### config.mk
export PLATFORM = sky130hd
export DESIGN_NAME = rtp_pins
export DESIGN_NICKNAME = d
export VERILOG_FILES = /design/src/hw/rtp_pkg.sv /design/src/hw/rtp_pins.sv /design/src/hw/rtp_sync.sv /design/src/hw/rtp_wdog_pull.sv
export SDC_FILE = /design/constraint.sdc
export NUM_CORES = 1
export LEC_CHECK = 0
export BUFFER_PORTS_ARGS = -buffer_cell sky130_fd_sc_hd__buf_2
export CAP_MARGIN = 30
export CORE_MARGIN = 3
export CORE_UTILIZATION = 51
export CTS_BUF_LIST = sky130_fd_sc_hd__clkbuf_2
export DETAILED_ROUTE_END_ITERATION = 8
export GPL_TIMING_DRIVEN = 0
export PLACE_DENSITY = 0.82
export SLEW_MARGIN = 25
export SYNTH_ARGS = -nofsm -noshare
export SYNTH_HDL_FRONTEND = slang
export SYNTH_SLANG_ARGS = --single-unit
### constraint.sdc
create_clock -name clk_i -period 1.7 [get_ports clk_i]
set_input_delay 0.34 -clock clk_i [delete_from_list [all_inputs] [get_ports clk_i]]
set_output_delay 0.34 -clock clk_i [all_outputs]
set_load 0.02 [all_outputs]
### src/hw/rtp_pkg.sv
// Shared constants for the reset pin, power-drive trip and pin sharing block
package rtp_pkg;
	// Register byte offsets on the Wishbone bus
	localparam logic [7:0]  ADR_MUX_CTRL   = 8'h00;
	localparam logic [7:0]  ADR_EV_MASK    = 8'h04;
	localparam logic [7:0]  ADR_IRQ_STAT   = 8'h08;
	localparam logic [7:0]  ADR_IRQ_MASK   = 8'h0c;
	localparam logic [7:0]  ADR_PIN_STATE  = 8'h10;
	// Field positions in mux_control_a
	localparam int          MUX_CMP1_BIT   = 1;
	localparam int          MUX_CPU_CLOCK_OUT_BIT = 7;
	localparam int          MUX_TIMER2_PWM_OUT_BIT  = 8;
	localparam int          NUM_CMP        = 3;
	// Field positions in event_irq_mask_a, the interrupt and the state registers
	localparam int          EV_TRIP_EN_BIT = 0;
	localparam int          IRQ_TRIP_BIT   = 0;
	localparam int          IRQ_WDOG_BIT   = 1;
	localparam int          IRQ_BITS       = 2;
	localparam int          ST_TRIP_BIT    = 0;
	localparam int          ST_RSTPIN_BIT  = 1;
	localparam int          ST_WDOG_BIT    = 2;
	localparam int          ST_FORCED_BIT  = 3;
	// Reset values
	localparam logic [15:0] MUX_CTRL_RST   = 16'h0000;
	localparam logic [15:0] EV_MASK_RST    = 16'h0001;
	localparam logic [1:0]  IRQ_RST        = 2'h0;
	localparam logic [15:0] PC_START       = 16'h0000;
	// Watchdog pull length in input_clock cycles (clk_i is the input clock)
	localparam int          WDOG_PULL_CYCLES = 128;
	// Synchroniser lanes: reset pin, port A pins 0..3, pin 22, pin 31
	localparam int          SYN_RST  = 0;
	localparam int          SYN_PA0  = 1;
	localparam int          SYN_P22  = 5;
	localparam int          SYN_P31  = 6;
	localparam int          SYN_W    = 7;
	localparam logic [6:0]  SYN_IDLE = 7'h7f;
endpackage : rtp_pkg

### src/hw/rtp_pins.sv
// Reset pin, power-drive trip and shared pin routing with a Wishbone register file
// Function
// - Low reset halts execution, counter zero
// - Reset release starts fetch at zero
// - Watchdog pulls reset low 128 clocks
// - Reset pin only released, never driven high
// - Trip low interrupts and floats PWM outputs
// - Halt clears the mux, so pins fall back to GPIO
// - Trip active with gpio_a0 after reset
// - Mask bit zero clear disables trip
// - Pin carries timer PWM, irq one, gpio_b0
// - Pin carries irq two, ADC, capture, clock
// - Compare outputs share gpio_a1 to a3
// - Bit eight routes timer PWM out
// - Irq one ignores bit eight
// - Bit seven drives CPU clock out
// - Clock out selected, inputs see one
//
// The implementer's own choices: the Wishbone register port and the address map.
`timescale 1ns/100ps
module rtp_pins
	import rtp_pkg::*;
#(
	parameter int WDOG_LEN = WDOG_PULL_CYCLES
) (
	input  wire logic        clk_i,
	input  wire logic        rst_i,
	input  wire logic        wb_cyc_i,
	input  wire logic        wb_stb_i,
	input  wire logic        wb_we_i,
	input  wire logic [7:0]  wb_adr_i,
	input  wire logic [3:0]  wb_sel_i,
	input  wire logic [31:0] wb_dat_i,
	output logic      [31:0] wb_dat_o,
	output logic             wb_ack_o,
	output logic             irq_o,
	input  wire logic        wd_reset_i,
	input  wire logic        pc_step_i,
	output logic      [15:0] program_counter_o,
	output logic             cpu_run_o,
	input  wire logic        rst_pin_i,
	output logic             rst_pin_o,
	output logic             rst_pin_oe_n_o,
	input  wire logic [3:0]  pa_pin_i,
	output logic      [3:0]  pa_pin_o,
	output logic      [3:0]  pa_pin_oe_n_o,
	input  wire logic [2:0]  cmp_i,
	input  wire logic [2:0]  cmp_en_i,
	input  wire logic [3:0]  gpio_a_out_i,
	input  wire logic [3:0]  gpio_a_dir_i,
	output logic      [3:0]  gpio_a_in_o,
	input  wire logic        tmr_pin_i,
	output logic             tmr_pin_o,
	output logic             tmr_pin_oe_n_o,
	input  wire logic        timer2_pwm_out_i,
	input  wire logic        gpio_b0_out_i,
	input  wire logic        gpio_b0_dir_i,
	output logic             gpio_b0_in_o,
	output logic             ext_irq_one_o,
	input  wire logic        clk_pin_i,
	output logic             clk_pin_o,
	output logic             clk_pin_oe_n_o,
	input  wire logic        cpu_clock_out_i,
	input  wire logic        gpio_a7_out_i,
	input  wire logic        gpio_a7_dir_i,
	output logic             gpio_a7_in_o,
	output logic             ext_irq_two_o,
	output logic             adc_start_pin_o,
	output logic             capture_input_one_o
);
	logic [SYN_W-1:0]    syn;
	logic                wd_pull;
	logic                dev_rst;
	logic [15:0]         mux_control_a;
	logic [15:0]         event_irq_mask_a;
	logic [IRQ_BITS-1:0] irq_stat;
	logic [IRQ_BITS-1:0] irq_mask;
	logic [IRQ_BITS-1:0] irq_set;
	logic                trip_prev;
	logic                trip_en;
	logic                pwm_forced;
	logic                wb_req;
	logic                wb_wr;
	logic [31:0]         wmask;
	logic [31:0]         rd_val;
	// Byte enables expanded into a bit mask
	function automatic logic [31:0] sel_mask(input logic [3:0] sel);
		sel_mask = {{8{sel[3]}}, {8{sel[2]}}, {8{sel[1]}}, {8{sel[0]}}};
	endfunction : sel_mask

	// Merge a masked write into a 16-bit register
	function automatic logic [15:0] merge16(input logic [15:0] old, input logic [31:0] d,
		input logic [31:0] m);
		merge16 = (old & ~m[15:0]) | (d[15:0] & m[15:0]);
	endfunction : merge16

	////////////////////////////////////////////////////////////////////////////
	// Pin synchronisers and watchdog stretch

	rtp_sync #(
		.W    (SYN_W),
		.IDLE (SYN_IDLE)
	) u_sync (
		.clk_i (clk_i),
		.rst_i (rst_i),
		.d_i   ({tmr_pin_i, clk_pin_i, pa_pin_i, rst_pin_i}),
		.q_o   (syn)
	);

	rtp_wdog_pull #(
		.LEN (WDOG_LEN)
	) u_wdog (
		.clk_i      (clk_i),
		.rst_i      (rst_i),
		.wd_reset_i (wd_reset_i),
		.pull_o     (wd_pull)
	);

	assign rst_pin_o      = 1'b0;
	assign rst_pin_oe_n_o = ~wd_pull;
	// Core reset from bus reset or a low reset pin
	assign dev_rst        = rst_i | ~syn[SYN_RST];

	////////////////////////////////////////////////////////////////////////////
	// Program counter

	always_ff @(posedge clk_i) begin
		if (dev_rst) begin
			program_counter_o <= PC_START;
			cpu_run_o         <= 1'b0;
		end else begin
			cpu_run_o <= 1'b1;
			if (cpu_run_o && pc_step_i) begin
				program_counter_o <= program_counter_o + 16'h0001;
			end
		end
	end

	////////////////////////////////////////////////////////////////////////////
	// Power-drive trip

	assign trip_en    = event_irq_mask_a[EV_TRIP_EN_BIT];
	assign pwm_forced = trip_en & ~pa_pin_i[0];

	// Falling edge detect on the synchronised trip level
	always_ff @(posedge clk_i) begin
		if (rst_i) begin
			trip_prev <= 1'b1;
		end else begin
			trip_prev <= syn[SYN_PA0];
		end
	end

	assign irq_set[IRQ_TRIP_BIT] = trip_en & trip_prev & ~syn[SYN_PA0];
	assign irq_set[IRQ_WDOG_BIT] = wd_reset_i & ~wd_pull;

	////////////////////////////////////////////////////////////////////////////
	// Pin routing

	always_comb begin
		pa_pin_o[0]      = gpio_a_out_i[0];
		pa_pin_oe_n_o[0] = ~gpio_a_dir_i[0];
		for (int i = 0; i < NUM_CMP; i++) begin
			if (mux_control_a[MUX_CMP1_BIT + i]) begin
				pa_pin_o[i + 1]      = cmp_i[i];
				pa_pin_oe_n_o[i + 1] = ~cmp_en_i[i] | pwm_forced;
			end else begin
				pa_pin_o[i + 1]      = gpio_a_out_i[i + 1];
				pa_pin_oe_n_o[i + 1] = ~gpio_a_dir_i[i + 1];
			end
		end
	end
	assign gpio_a_in_o = syn[SYN_PA0 +: 4];

	always_comb begin
		if (mux_control_a[MUX_TIMER2_PWM_OUT_BIT]) begin
			tmr_pin_o      = timer2_pwm_out_i;
			tmr_pin_oe_n_o = pwm_forced;
		end else begin
			tmr_pin_o      = gpio_b0_out_i;
			tmr_pin_oe_n_o = ~gpio_b0_dir_i;
		end
	end
	assign ext_irq_one_o = syn[SYN_P31];
	assign gpio_b0_in_o  = syn[SYN_P31];

	always_comb begin
		if (mux_control_a[MUX_CPU_CLOCK_OUT_BIT]) begin
			clk_pin_o           = cpu_clock_out_i;
			clk_pin_oe_n_o      = 1'b0;
			ext_irq_two_o       = 1'b1;
			adc_start_pin_o     = 1'b1;
			capture_input_one_o = 1'b1;
		end else begin
			clk_pin_o           = gpio_a7_out_i;
			clk_pin_oe_n_o      = ~gpio_a7_dir_i;
			ext_irq_two_o       = syn[SYN_P22];
			adc_start_pin_o     = syn[SYN_P22];
			capture_input_one_o = syn[SYN_P22];
		end
	end
	assign gpio_a7_in_o = syn[SYN_P22];

	////////////////////////////////////////////////////////////////////////////
	// Wishbone slave

	assign wb_req = wb_cyc_i & wb_stb_i;
	assign wb_wr  = wb_req & wb_we_i & wb_ack_o;
	assign wmask  = sel_mask(wb_sel_i);

	// One wait state, ack drops the cycle after
	always_ff @(posedge clk_i) begin
		if (rst_i) begin
			wb_ack_o <= 1'b0;
		end else begin
			wb_ack_o <= wb_req & ~wb_ack_o;
		end
	end

	// Read decode; unmapped addresses read zero
	always_comb begin
		rd_val = 32'h0000_0000;
		if (wb_adr_i == ADR_MUX_CTRL) begin
			rd_val[15:0] = mux_control_a;
		end else if (wb_adr_i == ADR_EV_MASK) begin
			rd_val[15:0] = event_irq_mask_a;
		end else if (wb_adr_i == ADR_IRQ_STAT) begin
			rd_val[IRQ_BITS-1:0] = irq_stat;
		end else if (wb_adr_i == ADR_IRQ_MASK) begin
			rd_val[IRQ_BITS-1:0] = irq_mask;
		end else if (wb_adr_i == ADR_PIN_STATE) begin
			rd_val[ST_TRIP_BIT]   = syn[SYN_PA0];
			rd_val[ST_RSTPIN_BIT] = syn[SYN_RST];
			rd_val[ST_WDOG_BIT]   = wd_pull;
			rd_val[ST_FORCED_BIT] = pwm_forced;
		end
	end

	// Read data captured with the ack
	always_ff @(posedge clk_i) begin
		if (rst_i) begin
			wb_dat_o <= 32'h0000_0000;
		end else if (wb_req & ~wb_ack_o) begin
			wb_dat_o <= rd_val;
		end
	end

	// Pin configuration registers, also reset by the reset pin (mux cleared, trip enable set)
	always_ff @(posedge clk_i) begin
		if (dev_rst) begin
			mux_control_a    <= MUX_CTRL_RST;
			event_irq_mask_a <= EV_MASK_RST;
		end else if (wb_wr && wb_adr_i == ADR_MUX_CTRL) begin
			mux_control_a <= merge16(mux_control_a, wb_dat_i, wmask);
		end else if (wb_wr && wb_adr_i == ADR_EV_MASK) begin
			event_irq_mask_a <= merge16(event_irq_mask_a, wb_dat_i, wmask);
		end
	end

	// Sticky status, write one to clear, a new event wins
	always_ff @(posedge clk_i) begin
		if (rst_i) begin
			irq_stat <= IRQ_RST;
		end else if (wb_wr && wb_adr_i == ADR_IRQ_STAT) begin
			irq_stat <= (irq_stat & ~(wb_dat_i[IRQ_BITS-1:0] & wmask[IRQ_BITS-1:0])) | irq_set;
		end else begin
			irq_stat <= irq_stat | irq_set;
		end
	end

	// Interrupt mask
	always_ff @(posedge clk_i) begin
		if (rst_i) begin
			irq_mask <= IRQ_RST;
		end else if (wb_wr && wb_adr_i == ADR_IRQ_MASK) begin
			irq_mask <= IRQ_BITS'(merge16(16'(irq_mask), wb_dat_i, wmask));
		end
	end

	assign irq_o = |(irq_stat & irq_mask);

	////////////////////////////////////////////////////////////////////////////
	// Assertions
	logic [8:0] pull_len;
	always_ff @(posedge clk_i) begin
		if (rst_i || !wd_pull) begin
			pull_len <= 9'h000;
		end else begin
			pull_len <= pull_len + 9'h001;
		end
	end
endmodule : rtp_pins

### src/hw/rtp_sync.sv
// Two flip-flop synchroniser for a group of pin levels
`timescale 1ns/100ps
module rtp_sync #(
	parameter int          W        = 1,
	parameter logic [W-1:0] IDLE    = '1
) (
	input  wire logic         clk_i,
	input  wire logic         rst_i,
	input  wire logic [W-1:0] d_i,
	output logic      [W-1:0] q_o
);
	logic [W-1:0] meta;

	// First stage feeds only the second stage
	always_ff @(posedge clk_i) begin
		if (rst_i) begin
			meta <= IDLE;
			q_o  <= IDLE;
		end else begin
			meta <= d_i;
			q_o  <= meta;
		end
	end
endmodule : rtp_sync

### src/hw/rtp_wdog_pull.sv
// Stretches a watchdog reset pulse into a fixed-length pin pull
`timescale 1ns/100ps
module rtp_wdog_pull
	import rtp_pkg::*;
#(
	parameter int LEN = WDOG_PULL_CYCLES
) (
	input  wire logic clk_i,
	input  wire logic rst_i,
	input  wire logic wd_reset_i,
	output logic      pull_o
);
	localparam int CW = $clog2(LEN + 1);
	localparam logic [CW-1:0] LAST = CW'(LEN - 1);
	logic [CW-1:0] cnt;

	always_ff @(posedge clk_i) begin
		if (rst_i) begin
			pull_o <= 1'b0;
			cnt    <= '0;
		end else if (!pull_o) begin
			pull_o <= wd_reset_i;
			cnt    <= '0;
		end else if (cnt == LAST) begin
			pull_o <= 1'b0;
		end else begin
			cnt <= cnt + CW'(1);
		end
	end
endmodule : rtp_wdog_pull

# Word level (Yosys, flattened, before mapping)
# Cells that the tools add are included.
[classes]
n_reduce_logical = 9
muxes = 23
div_mod_pow = 0
n_bitwise = 41
n_addsub = 2
n_mul = 0
order_cmp = 0
n_shift = 0
n_eq_ne = 5
[ops]
columns = ["operator", "n"]
rows = [
  ["16-bit bitwise AND", 3],
  ["16-bit bitwise OR", 2],
  ["16-bit by 1-bit adder with 16-bit output, second input constant", 1],
  ["8-bit by 4-bit == test with 1-bit output, second input constant", 2],
  ["16-bit two-way mux", 1],
  ["16-bit inverter", 1],
  ["1-bit inverter", 15],
  ["1-bit two-way mux", 14],
  ["12-bit two-way mux", 1],
  ["2-bit two-way mux", 5],
  ["8-bit by 1-bit adder with 8-bit output, second input constant", 1],
  ["1-bit bitwise AND", 8],
  ["2-bit bitwise AND", 4],
  ["8-bit by 3-bit == test with 1-bit output, second input constant", 1],
  ["8-bit by 5-bit == test with 1-bit output, second input constant", 1],
  ["8-bit by 7-bit == test with 1-bit output, second input constant", 1],
  ["8-bit zero test", 1],
  ["4-bit two-way mux", 2],
  ["2-bit bitwise OR", 3],
  ["1-bit logical AND", 5],
  ["1-bit bitwise OR", 4],
  ["2-bit OR reduction", 2],
  ["2-bit inverter", 1],
  ["2-bit AND reduction", 1],
]
[totals]
mem_bits_ro = 0
out_inout_bits = 75
latchBits = 0
inputBits = 78
memories = 0
ramBits = 0
regBits = 94

# Logic depth before layout (Yosys ltp)
# Gate-level depths: netlist of the first run.
[logic_depth]
depth_word = 7
mapped_depth = 7

# Cells and area by module
# Synthesis of the first run repeated with hierarchy kept, for this count alone.
[hier_totals]
cells_unflattened = 487
area_unflattened_um2 = 4281.6
[modules_own_cells]
columns = ["module", "cells_per_inst", "n_inst", "seq_area_each_um2", "area_each_um2"]
rows = [
  ["rtp_pins", 409, 1, 1421.4, 3463.3],
  ["rtp_wdog_pull", 49, 1, 180.2, 439.2],
  ["rtp_sync", 29, 1, 280.3, 379.1],
]

# Worst setup path before layout of the first run
# OpenSTA, ideal clock, no wires.
[synth_timing]
kind = "register -> register"
from = "register program_counter_o[0]"
to = "register program_counter_o[14]"
slack_ns = 0.005
required_time_ns = 1.630
setup_ns = 0.070
arrival_time_ns = 1.624
n_path_buf = 0
path_stages_with_launch = 5
path_cell_list = "dfxtp_1 ha_1 nand4_1 or4_1 a21oi_1"
[synth_between]
elab_chain_len = 1
[synth_rtl]
columns = ["item", "line_no", "rtl"]
rows = [
  ["start: declaration", "rtp_pins.sv:39", "output logic [15:0] program_counter_o,"],
  ["start signal: assignment", "rtp_pins.sv:134", "program_counter_o <= program_counter_o + 16'h0001;"],
  ["16-bit by 1-bit adder with 16-bit output", "rtp_pins.sv:134", ""],
]
# Every way passes these cells.
# A chain may end at the register's enable or synchronous reset.

==> results of run 1 <==
## critical path, cell delays in order (launching register included)
cell	delay [ps]
dfxtp_4	450
mux2_4	300
buf_6	130
## final timing paths
check                             from                       end  cells after the start
max                          flip-flop               pa_pin_o[2]                      2
min                        wb_dat_i[4]                 flip-flop                      3
max reg2reg        wb_ack_o$_SDFF_PP0_  wb_dat_o[1]$_SDFFE_PP0P_                      4
min reg2reg  u_sync.meta[2]$_SDFF_PP1_  u_sync.q_o[2]$_SDFF_PP1_                      1
## metrics by stage
stage	instance area, µm²	total power [mW]
3_3_place_gp	4971	2.777
2_1_floorplan	4263	2.603
6_report	5558	3.815
3_5_place_dp	4971	2.788
5_1_grt	5558	3.971
4_1_cts	5435	3.793
## routing by layer
metal	up-vias	routed length (µm)	GRT usage	part of all wire
met1	1999	4672	0.3019	0.39
met5	-	11	0	0.00092
met3	47	1036	0.05840	0.086
li1	2020	-	-	-
met2	215	5842	0.4220	0.49
met4	2	431	0.1156	0.036
## layout make-up
class,instances,area (µm²)
plain buffers,52,360.3
clock buffers,10,50.05
clock inverters,6,47.55
fillers,605,2290
inverters,6,22.52
multi-input cells,343,2082
flip-flops and latches,94,1917
well taps,102,127.6
repair buffers,150,950.9
## timing repair
action,4_1_cts,5_1_grt
setup endpoints to repair,15,44
endpoints found under the hold margin,27,0
pin swaps,5,0
buffers inserted,9,6
resized for setup,40,27
hold buffers,19,0
## placed cells by master, fill, tap and decap left out, types with 3 or more instances in the layout
cell type	instances
buf_2	109
nor2b_1	4
xor2_1	7
a221oi_1	8
and4_1	5
nand2_1	34
a31oi_2	3
dfxtp_2	10
and3_1	3
dlygate4sd3_1	19
nor3_1	14
mux2_4	5
or2_2	15
buf_4	43
nor2_1	34
inv_1	6
clkbuf_2	11
buf_6	16
nor3_2	5
conb_1	17
a31oi_1	3
o21ai_0	30
and2_1	6
nand4_1	13
xnor2_1	5
a21oi_1	45
o2111ai_1	3
nand3_1	40
nand3b_1	3
or3_1	5
clkbuf_1	10
dfxtp_4	6
a221oi_2	4
dfxtp_1	78
mux2i_1	3
nand2b_1	5
## logic make-up after synthesis
group | count (synthesis)
xor+xnor | 12
fa+ha+maj | 2
buf+inv | 58
other cells | 1
flops | 94
mux | 8
compound gates | 107
simple gates | 197
## power by group
group,switching (mW),internal [mW],total (mW)
combinational,0.309,0.246,0.555
clock,0.778,0.209,0.987
sequential,0.0248,2.25,2.27
==> summary.md, run 1 <==
| Metric | Value |
|---|---|
| Global route overflow | `0` |
| Max_slew headroom | `0.5002` |
| Skew-Pair Late Insertion Delay | `570 ps` |
| Gate count after technology mapping | `479` |
| Final worst slack | `-100.7 ps` |
| HP Class | `in -> reg` |
| Gr usage total | `0.2504` |
| Compound-gate portion of the synthesized area | `0.1572` |
| Final #Nets | `736` |
| Vias per inst | `5.613` |
| Clock period minus worst slack | `1801 ps` |
| Num CTS Buffers | `9` |
| Routed wire length | `11.99 mm` |
| Area Growth Syn to Fin | `32.24%` |
| Initial antenna violation count | `1` |
| Via count | `4283` |
| Crit share post-route | `1.059` |
| Critical Path RT | `1360 ps` |
| CP Capture Type | `output pin` |
| RSZ-0062 raised after global routing | `yes` |
| Highest fanout seen on the critical path | `4` |
| Fin. Hold Viols | `0` |
| Critical Path Start Type | `flip-flop` |
| Yosys warns | `0` |
| Highest Clock Rate | `555.3 MHz` |
| Largest area contributor in the netlist | `dfxtp_1` |
| Die ar. | `0.009366 mm²` |
| R2R setup slack | `50 ps` |
| Mapped Area | `0.004203 mm²` |
| Critical path type | `reg -> out` |
| Endpoints failing setup | `12` |
| Final hold slack | `37.73 ps` |
| Post-synth cell types | `50` |
| Post-synth EDFFs | `0` |
| Width of the die | `96.78 µm` |
| Peak VDD IR | `0.0003620 V` |
| Status | `complete, but fails checks` |
| Power density over cell area | `686.5 mW/mm²` |
| N_diodes | `0` |
| Count leader, synth | `dfxtp_1` |
| Total negative slack | `-754.5 ps` |
| Post-synthesis adder-cell area fraction | `0.005954` |
| DP HPWL | `8.112 mm` |
| Asr flop ratio synth | `0` |
| Register area share after synthesis | `0.4478` |
| Global-route wire length before repair | `19.58 mm` |
| TritonCTS clock tree | `done` |
| Clock Path Buffers | `2` |
| Fin cells | `763` |
| Largest family of logic cells by synthesized area | `simple AND/OR/NAND/NOR gates` |
| Xor/xnor cell area share of the yosys netlist | `0.02501` |
| RePlAce Congestion | `0.8629` |
| Failing checks | `negative setup slack` |
| Largest net degree at the start of global routing | `17` |
| H-tree depth | `3` |
| Die Y-Extent | `96.78 µm` |
| Clk sinks | `94` |
| Number of global-route vias before repair | `4179` |
| Dpl cells | `713` |
| Top_reg_cell synth | `dfxtp_1` |
| Post-synth top cells | `94 x dfxtp_1, 45 x a21oi_1, 40 x nand3_1` |
| Synth Area in Simple Gates | `0.2548` |
| Max-slew violation count | `0` |
| Root Driver | `clkbuf_2` |
| Dpl ws | `-242.3 ps` |
| Area fraction of the dominant cell type after synthesis | `0.4478` |
| Final ANT Viol Nets | `0` |
| PortBufs | `116` |
| Worst-Margin Slew | `748.1 ps` |
| Initial core utilization | `0.5356` |
| Clock Skews | `43.41 ps` |
| Rows | `32` |
| Layout cells sized above 1 | `0.3646` |
| Crit path arrival time | `1460 ps` |
| Residual DRC count | `0` |
| WL/cell | `15.72 µm` |
| Clock-pin transition on the worst setup and hold timing paths | `290 ps` |
| Top-Level Pins | `153` |
| Top post-synthesis cells by area | `dfxtp_1 45%, a21oi_1 5.4%, buf_4 4.8%` |
| Fin util | `0.7082` |
| CORE AREA | `0.007848 mm²` |
| Leakage | `2.356 nW` |
| Synth Register Bits | `94` |
| Max-cap viol count | `0` |
| Mean Syn Cell Area | `8.774 µm²` |
| DR iter-0 viols | `316` |
| Drt pass-1 iters | `5` |
| Mux share of post-synthesis cell area | `0.02054` |
No activity file was read; power rests on OpenSTA's default activity.
==> inputs of run 2 (changes only) <==
- BUFFER_PORTS_ARGS: -buffer_cell sky130_fd_sc_hd__buf_2 -> -buffer_cell sky130_fd_sc_hd__buf_4
==> run 2 against run 1 <==
Net effect: the run still ends with negative setup slack left; power up 5.4%; flip-flop and latch count unchanged; routed wire length fell by 1.6%; core utilization increased by 3.2 points; clock power rose by 16%; cell count down 0.66%; register-to-register slack better by 40 ps; sequential share of layout area down 1.6 points; clock skew shrank 11 ps; design area increased by 4.5%; maximum frequency fell by 0.75%; first-iteration DRC count decreased by 4.7%; highest routed layer is now met4.
==> summary.md, run 2 (synthesized netlist as in run 1, its figures left out) <==
| Metric | Value |
|---|---|
| Status | `complete, but fails checks` |
| Failing checks | `negative setup slack` |
| Max-slew violation count | `0 (unchanged)` |
| Drt pass-1 iters | `5 (unchanged)` |
| RePlAce Congestion | `0.8884 (+3.0%)` |
| Crit share post-route | `1.067 (+0.008036)` |
| Initial core utilization | `0.5356 (unchanged)` |
| PortBufs | `116 (unchanged)` |
| Final worst slack | `-114.3 ps (-13.66 ps)` |
| Global route overflow | `0 (unchanged)` |
| Gr usage total | `0.2421 (-0.008278)` |
| Rows | `32 (unchanged)` |
| RSZ-0062 raised after global routing | `yes` |
| Highest fanout seen on the critical path | `4 (unchanged)` |
| Power density over cell area | `692.6 mW/mm² (+0.88%)` |
| Crit-path cells | `or2_4 > buf_6 > buf_6` |
| Largest net degree at the start of global routing | `18 (+1)` |
| Leakage | `2.386 nW (+1.3%)` |
| N_diodes | `0 (unchanged)` |
| Most frequent cells in the layout | `141 x buf_4, 83 x dfxtp_1, 45 x a21oi_1, 40 x nand3_1, 35 x nor2_1` |
| Top-Level Pins | `153 (unchanged)` |
| CP max stage cell | `dfxtp_4` |
| Clk sinks | `94 (unchanged)` |
| H-tree depth | `3 (unchanged)` |
| Max_slew headroom | `0.5630 (+0.06284)` |
| Die Y-Extent | `96.78 µm (unchanged)` |
| CP Capture Type | `output pin` |
| TritonCTS clock tree | `done` |
| Fin util | `0.7403 (+0.03205)` |
| Endpoints failing setup | `11 (-1)` |
| Area Growth Syn to Fin | `38.23%` |
| Peak VDD IR | `0.0004414 V (+22%)` |
| Final ANT Viol Nets | `0 (unchanged)` |
| Clock Path Buffers | `2 (unchanged)` |
| Root Driver | `clkbuf_2` |
| Reg-to-reg startpoint | `program_counter_o[0]$_SDFFE_PN0P_` |
| Highest Clock Rate | `551.2 MHz (-0.75%)` |
| Critical path type | `reg -> out` |
| CP bufs+invs | `2 (+1)` |
| Vias per inst | `5.600 (-0.23%)` |
| Residual DRC count | `0 (unchanged)` |
| Final #Nets | `731 (-0.68%)` |
| Worst-Margin Slew | `654.1 ps (-94.05 ps)` |
| Clock period minus worst slack | `1814 ps (+13.66 ps)` |
| Crit-path max cell delay | `430 ps (-20 ps)` |
| Hold path startpoint | `wb_dat_i[0]` |
| Num CTS Buffers | `9 (unchanged)` |
| Clock-pin transition on the worst setup and hold timing paths | `290 ps (about the same)` |
| Layout cells sized above 1 | `0.3537 (-0.01094)` |
| Worst path most repeated cell | `buf_6` |
| Initial antenna violation count | `0 (-1)` |
| DP HPWL | `8.234 mm (+1.5%)` |
| DR iter-0 viols | `301 (-4.7%)` |
| Global-route wire length before repair | `19.00 mm (-3.0%)` |
| Commonest non-fill, non-tap cell in the layout | `buf_4` |
| Crit path arrival time | `1470 ps (about the same)` |
| CP top delay family | `flip-flops` |
| Routed wire length | `11.80 mm (-1.6%)` |
| Max-cap viol count | `0 (unchanged)` |
| Fin. Hold Viols | `0 (unchanged)` |
| Dpl ws | `-223.5 ps (+18.76 ps)` |
| WL/cell | `15.57 µm (-0.96%)` |
| HP Class | `in -> reg` |
| Critical Path RT | `1360 ps (about the same)` |
| CORE AREA | `0.007848 mm² (unchanged)` |
| Skew-Pair Late Insertion Delay | `560 ps (about the same)` |
| Via count | `4245 (-0.89%)` |
| Clock Skews | `32.28 ps (-11.13 ps)` |
| Critical Path Start Type | `flip-flop` |
| Number of global-route vias before repair | `3966 (-5.1%)` |
| Die ar. | `0.009366 mm² (unchanged)` |
| Width of the die | `96.78 µm (unchanged)` |
## run 2: worst paths after layout
check / slack, ps / endpoint / cells past startpoint
worst max-delay path: -110 / ext_irq_two_o / 3
worst max register to register: 90 / program_counter_o[14]$_SDFFE_PN0P_ / 4
worst min register to register: 430 / u_sync.q_o[2]$_SDFF_PP1_ / 1
worst min-delay path: 50 / flip-flop / 3
## run 2: cell type report
type	instances	area, µm²
Fill cell	590	2038
Timing Repair Buffer	146	1190
Clock buffer	9	45.04
Inverter	6	22.52
Sequential cell	94	1913
Buffer	51	355.3
Clock inverter	7	80.08
Multi-Input combinational cell	343	2076
Tap cell	102	127.6
## run 2: metrics by stage
step                area (µm²)  TNS (ps)  cells  hold slack (ps)  power (mW)
global route              5809     -1611    758            13.27       4.198
CTS                       5644    -827.4    748           0.3583       4.009
global placement          5261     -4502    713            391.2       2.846
finish                    5809    -676.5    758            46.71       4.023
detailed placement        5261     -5524    713            398.3       2.857
floorplan                 4263         0    495            389.5       2.603
## run 2: what timing repair did
action	4_1_cts	5_1_grt
endpoints found under the setup margin	14	50
hold endpoints to repair	11	13
hold buffers	11	7
pin swaps	5	2
gates resized for setup	30	21
setup buffers	8	4
## run 2: report_power, final
| part | total (mW) | internal [mW] | switching, mW |
|---|---|---|---|
| Sequential | 2.28 | 2.25 | 0.0273 |
| Clock | 1.14 | 0.355 | 0.790 |
| Combinational | 0.604 | 0.295 | 0.309 |
| Total | 4.02 | 2.90 | 1.13 |
## run 2: per-layer routing
metal / routed length (µm) / part of all wire / global-route usage / up-vias
li1: - / - / - / 2007
met1: 4832 / 0.41 / 0.3079 / 2002
met2: 5769 / 0.49 / 0.4087 / 210
met3: 965 / 0.082 / 0.05407 / 26
met4: 234 / 0.020 / 0.07559 / 0
met5: 0 / 0 / 0 / -
## run 2: tightest hold or removal path: cells and delay by family
kind	cells	cell delay, ps
AOI/OAI and AO/OA	1	50
and+or+nand+nor	1	60
buffers and inverters	1	130
==> inputs of run 3 (changes only) <==
- ABC_AREA: unset -> 1
- CORE_UTILIZATION: 51 -> 52
- PLACE_DENSITY: 0.82 -> 0.83
==> run 3 against run 2 <==
Net effect: register-to-register slack improved by 90 ps; synthesized area up 4.1%; combinational power decreased by 2%; sequential power about the same; synthesized cell count up 23%; die area is 2.0% higher; flip-flop and latch count unchanged; critical path depth is 2 higher; the run still ends with negative setup slack left; highest routed layer unchanged; sequential share of layout area fell by 0.10 points; power shrank 1.9%; clock power decreased by 6%; via count grew 0.45%.
==> summary.md, run 3 <==
| Metric | Value |
|---|---|
| Final #Nets | `826 (+13%)` |
| DR iter-0 viols | `168 (-44%)` |
| Count leader, synth | `nand2_1` |
| Skew-Pair Late Insertion Delay | `550 ps (about the same)` |
| Synth Register Bits | `94 (unchanged)` |
| Width of the die | `97.73 µm (+0.98%)` |
| Area fraction of the dominant cell type after synthesis | `0.4301 (-0.01767)` |
| Die ar. | `0.009551 mm² (+2.0%)` |
| Root Driver | `clkbuf_2` |
| Clock-pin transition on the worst setup and hold timing paths | `240 ps (-50 ps)` |
| Status | `complete, but fails checks` |
| Critical Path RT | `1360 ps (about the same)` |
| TritonCTS clock tree | `done` |
| Total power | `3.946 mW (-1.9%)` |
| Number of global-route vias before repair | `3997 (+0.78%)` |
| RePlAce Congestion | `0.8973 (+1.0%)` |
| CORE AREA | `0.007928 mm² (+1.0%)` |
| Critical path type | `reg -> out` |
| Mapped Area | `0.004375 mm² (+4.1%)` |
| Final ANT Viol Nets | `0 (unchanged)` |
| Top post-synthesis cells by area | `dfxtp_1 43%, nand2_1 12%, a21oi_1 5.7%` |
| Post-synth cell types | `36 (-28%)` |
| Worst-Margin Slew | `517.4 ps (-136.6 ps)` |
| Top_reg_cell synth | `dfxtp_1` |
| Commonest non-fill, non-tap cell in the layout | `buf_4` |
| Leakage | `2.623 nW (+9.9%)` |
| Power density over cell area | `682.5 mW/mm² (-1.5%)` |
| PortBufs | `115 (-0.86%)` |
| Crit path arrival time | `1530 ps (+60 ps)` |
| CP top delay family | `flip-flops` |
| Crit-path cells | `inv_2 > nor2_4 > nor2_1 > a21oi_1 > buf_4` |
| Fin area | `0.005782 mm² (-0.47%)` |
| Peak VDD IR | `0.0004307 V (-2.4%)` |
| Routed wire length | `11.39 mm (-3.5%)` |
| Largest area contributor in the netlist | `dfxtp_1` |
| Max-cap viol count | `0 (unchanged)` |
| N_diodes | `0 (unchanged)` |
| CP bufs+invs | `2 (unchanged)` |
| Endpoints failing setup | `6 (-5)` |
| Global-route wire length before repair | `18.27 mm (-3.8%)` |
| Clk sinks | `94 (unchanged)` |
| Failing checks | `negative setup slack` |
| Global route overflow | `0 (unchanged)` |
| Layout cells sized above 1 | `0.3107 (-0.04299)` |
| Asr flop ratio synth | `0 (unchanged)` |
| Placed Area | `0.005426 mm² (+3.1%)` |
| Yosys warns | `0 (unchanged)` |
| Register area share after synthesis | `0.4301 (-0.01767)` |
| Critical Path Start Type | `flip-flop` |
| DP HPWL | `8.623 mm (+4.7%)` |
| Most frequent cells in the layout | `136 x buf_4, 133 x nand2_1, 87 x dfxtp_1, 52 x nor2_1` |
| Mean Syn Cell Area | `7.441 µm² (-15%)` |
| Dpl ws | `44.53 ps (+268.0 ps)` |
| WL/cell | `13.37 µm (-14%)` |
| Rows | `32 (unchanged)` |
| Die Y-Extent | `97.73 µm (+0.98%)` |
| Highest Clock Rate | `534.2 MHz (-3.1%)` |
| Residual DRC count | `0 (unchanged)` |
| Final worst slack | `-171.9 ps (-57.55 ps)` |
| HP Class | `in -> reg` |
| Clock Path Buffers | `2 (unchanged)` |
| CP Capture Type | `output pin` |
| Crit-path max cell delay | `400 ps (-30 ps)` |
| Largest net degree at the start of global routing | `16 (-2)` |
| Max-slew violation count | `0 (unchanged)` |
| Initial core utilization | `0.5519 (+0.01637)` |
| Post-synth top cells | `136 x nand2_1, 94 x dfxtp_1, 56 x inv_1` |
| Vias per inst | `5.005 (-11%)` |
| Gr usage total | `0.2313 (-0.01077)` |
| Highest fanout seen on the critical path | `5 (+1)` |
| Post-synth EDFFs | `0 (unchanged)` |
| Drt pass-1 iters | `5 (unchanged)` |
| Via count | `4264 (+0.45%)` |
| Crit share post-route | `1.101 (+0.03386)` |
| Fin. Hold Viols | `0 (unchanged)` |
| CP max stage cell | `dfxtp_2` |
| Clock period minus worst slack | `1872 ps (+57.55 ps)` |
| RSZ-0062 raised after global routing | `yes` |
| Top-Level Pins | `153 (unchanged)` |
| Area Growth Syn to Fin | `32.14%` |
| H-tree depth | `3 (unchanged)` |
| Gate count after technology mapping | `588 (+23%)` |
| Clock Skews | `22.87 ps (-9.410 ps)` |
| Num CTS Buffers | `9 (unchanged)` |
| Initial antenna violation count | `0 (unchanged)` |
| Max_slew headroom | `0.6550 (+0.09204)` |
[run 3: changes by cell type in the layout (fill, tap and decap cells not counted), moves of 7 or more]
cell      previous run  this run
nor3_1              14         5
nand4_1             13         6
o21ai_0             30        19
inv_1                6        50
o211ai_1             0        15
nor2_1              35        52
a221oi_1             8         0
nand2_2              0        10
buf_6               19        12
inv_2                0         9
nand2_1             34       133
[run 3: logic make-up (layout without fill, tap and decap cells)]
kind of cell,Yosys count,in the layout,synth area share
fa+ha+maj,2,2,0.005718
buf+inv,105,251,0.1201
flops,94,94,0.4301
other cells,1,17,0.0008571
xor+xnor,9,9,0.01801
simple gates,284,284,0.3088
compound gates,93,93,0.1164
[run 3: stage by stage]
step / cells / TNS (ps) / util / hold WS (ps)
2_1_floorplan: 604 / 0 / - / 389.5
3_3_place_gp: 821 / 0 / 0.6845 / 391.7
3_5_place_dp: 821 / 0 / 0.6845 / 393.3
4_1_cts: 848 / -761.5 / 0.7175 / 0.9398
5_1_grt: 852 / -1235 / 0.7293 / 2.302
6_report: 852 / -768.3 / 0.7293 / 9.229
[run 3: report_power, final]
part | total (mW) | internal (mW) | leakage [nW] | switching, mW
clock network | 1.07 | 0.327 | 0.0637 | 0.741
logic | 0.594 | 0.272 | 1.79 | 0.322
registers | 2.28 | 2.26 | 0.767 | 0.0274
[run 3: final timing paths]
path | slack, ps | endpoint | start | cells after the start
setup reg to reg | 180 | program_counter_o[14]$_SDFFE_PN0P_ | program_counter_o[0]$_SDFFE_PN0P_ | 11
hold / removal | 9 | flip-flop | wb_dat_i[7] | 3
hold reg to reg | 440 | u_sync.q_o[3]$_SDFF_PP1_ | u_sync.meta[3]$_SDFF_PP1_ | 1
setup / recovery | -170 | pa_pin_oe_n_o[3] | flip-flop | 5
[run 3: what timing repair did]
action                     in CTS  in global routing
hold endpoints to repair       10                  4
buffers inserted                4                  0
hold buffers                    8                  4
gates resized for setup        17                 23
pin swaps                       5                  3
setup endpoints to repair       8                 25
[run 3: area by class of cell]
type                       count  area [µm²]
clock inverter                 6       63.81
buffer                        41       286.5
sequential                    94        1898
tap                          102       127.6
clock buffer                   9       45.04
fill                         617        2146
inverter                      64       256.5
multi-input combinational    405        2064
timing repair buffer         131        1040
[run 3: worst reg2reg max path: stages, from the launching register on]
cell and delay (ps):
dfxtp_4 420, ha_1 140, inv_1 50, nor2_2 130
nand2_1 130, nor2_4 140, nand2_1 90, nor2_1 150
nand2_1 70, nand2_1 60, nand2_1 50, nor2_1 80
[run 3: routing by layer]
layer  GRT usage  up-vias  routed length [µm]
met1      0.2823     1942                4751
met2      0.3964      150                5594
met3     0.06071       21                 846
met4     0.07881        0                 200
li1            -     2151                   -
met5           0        -                   0
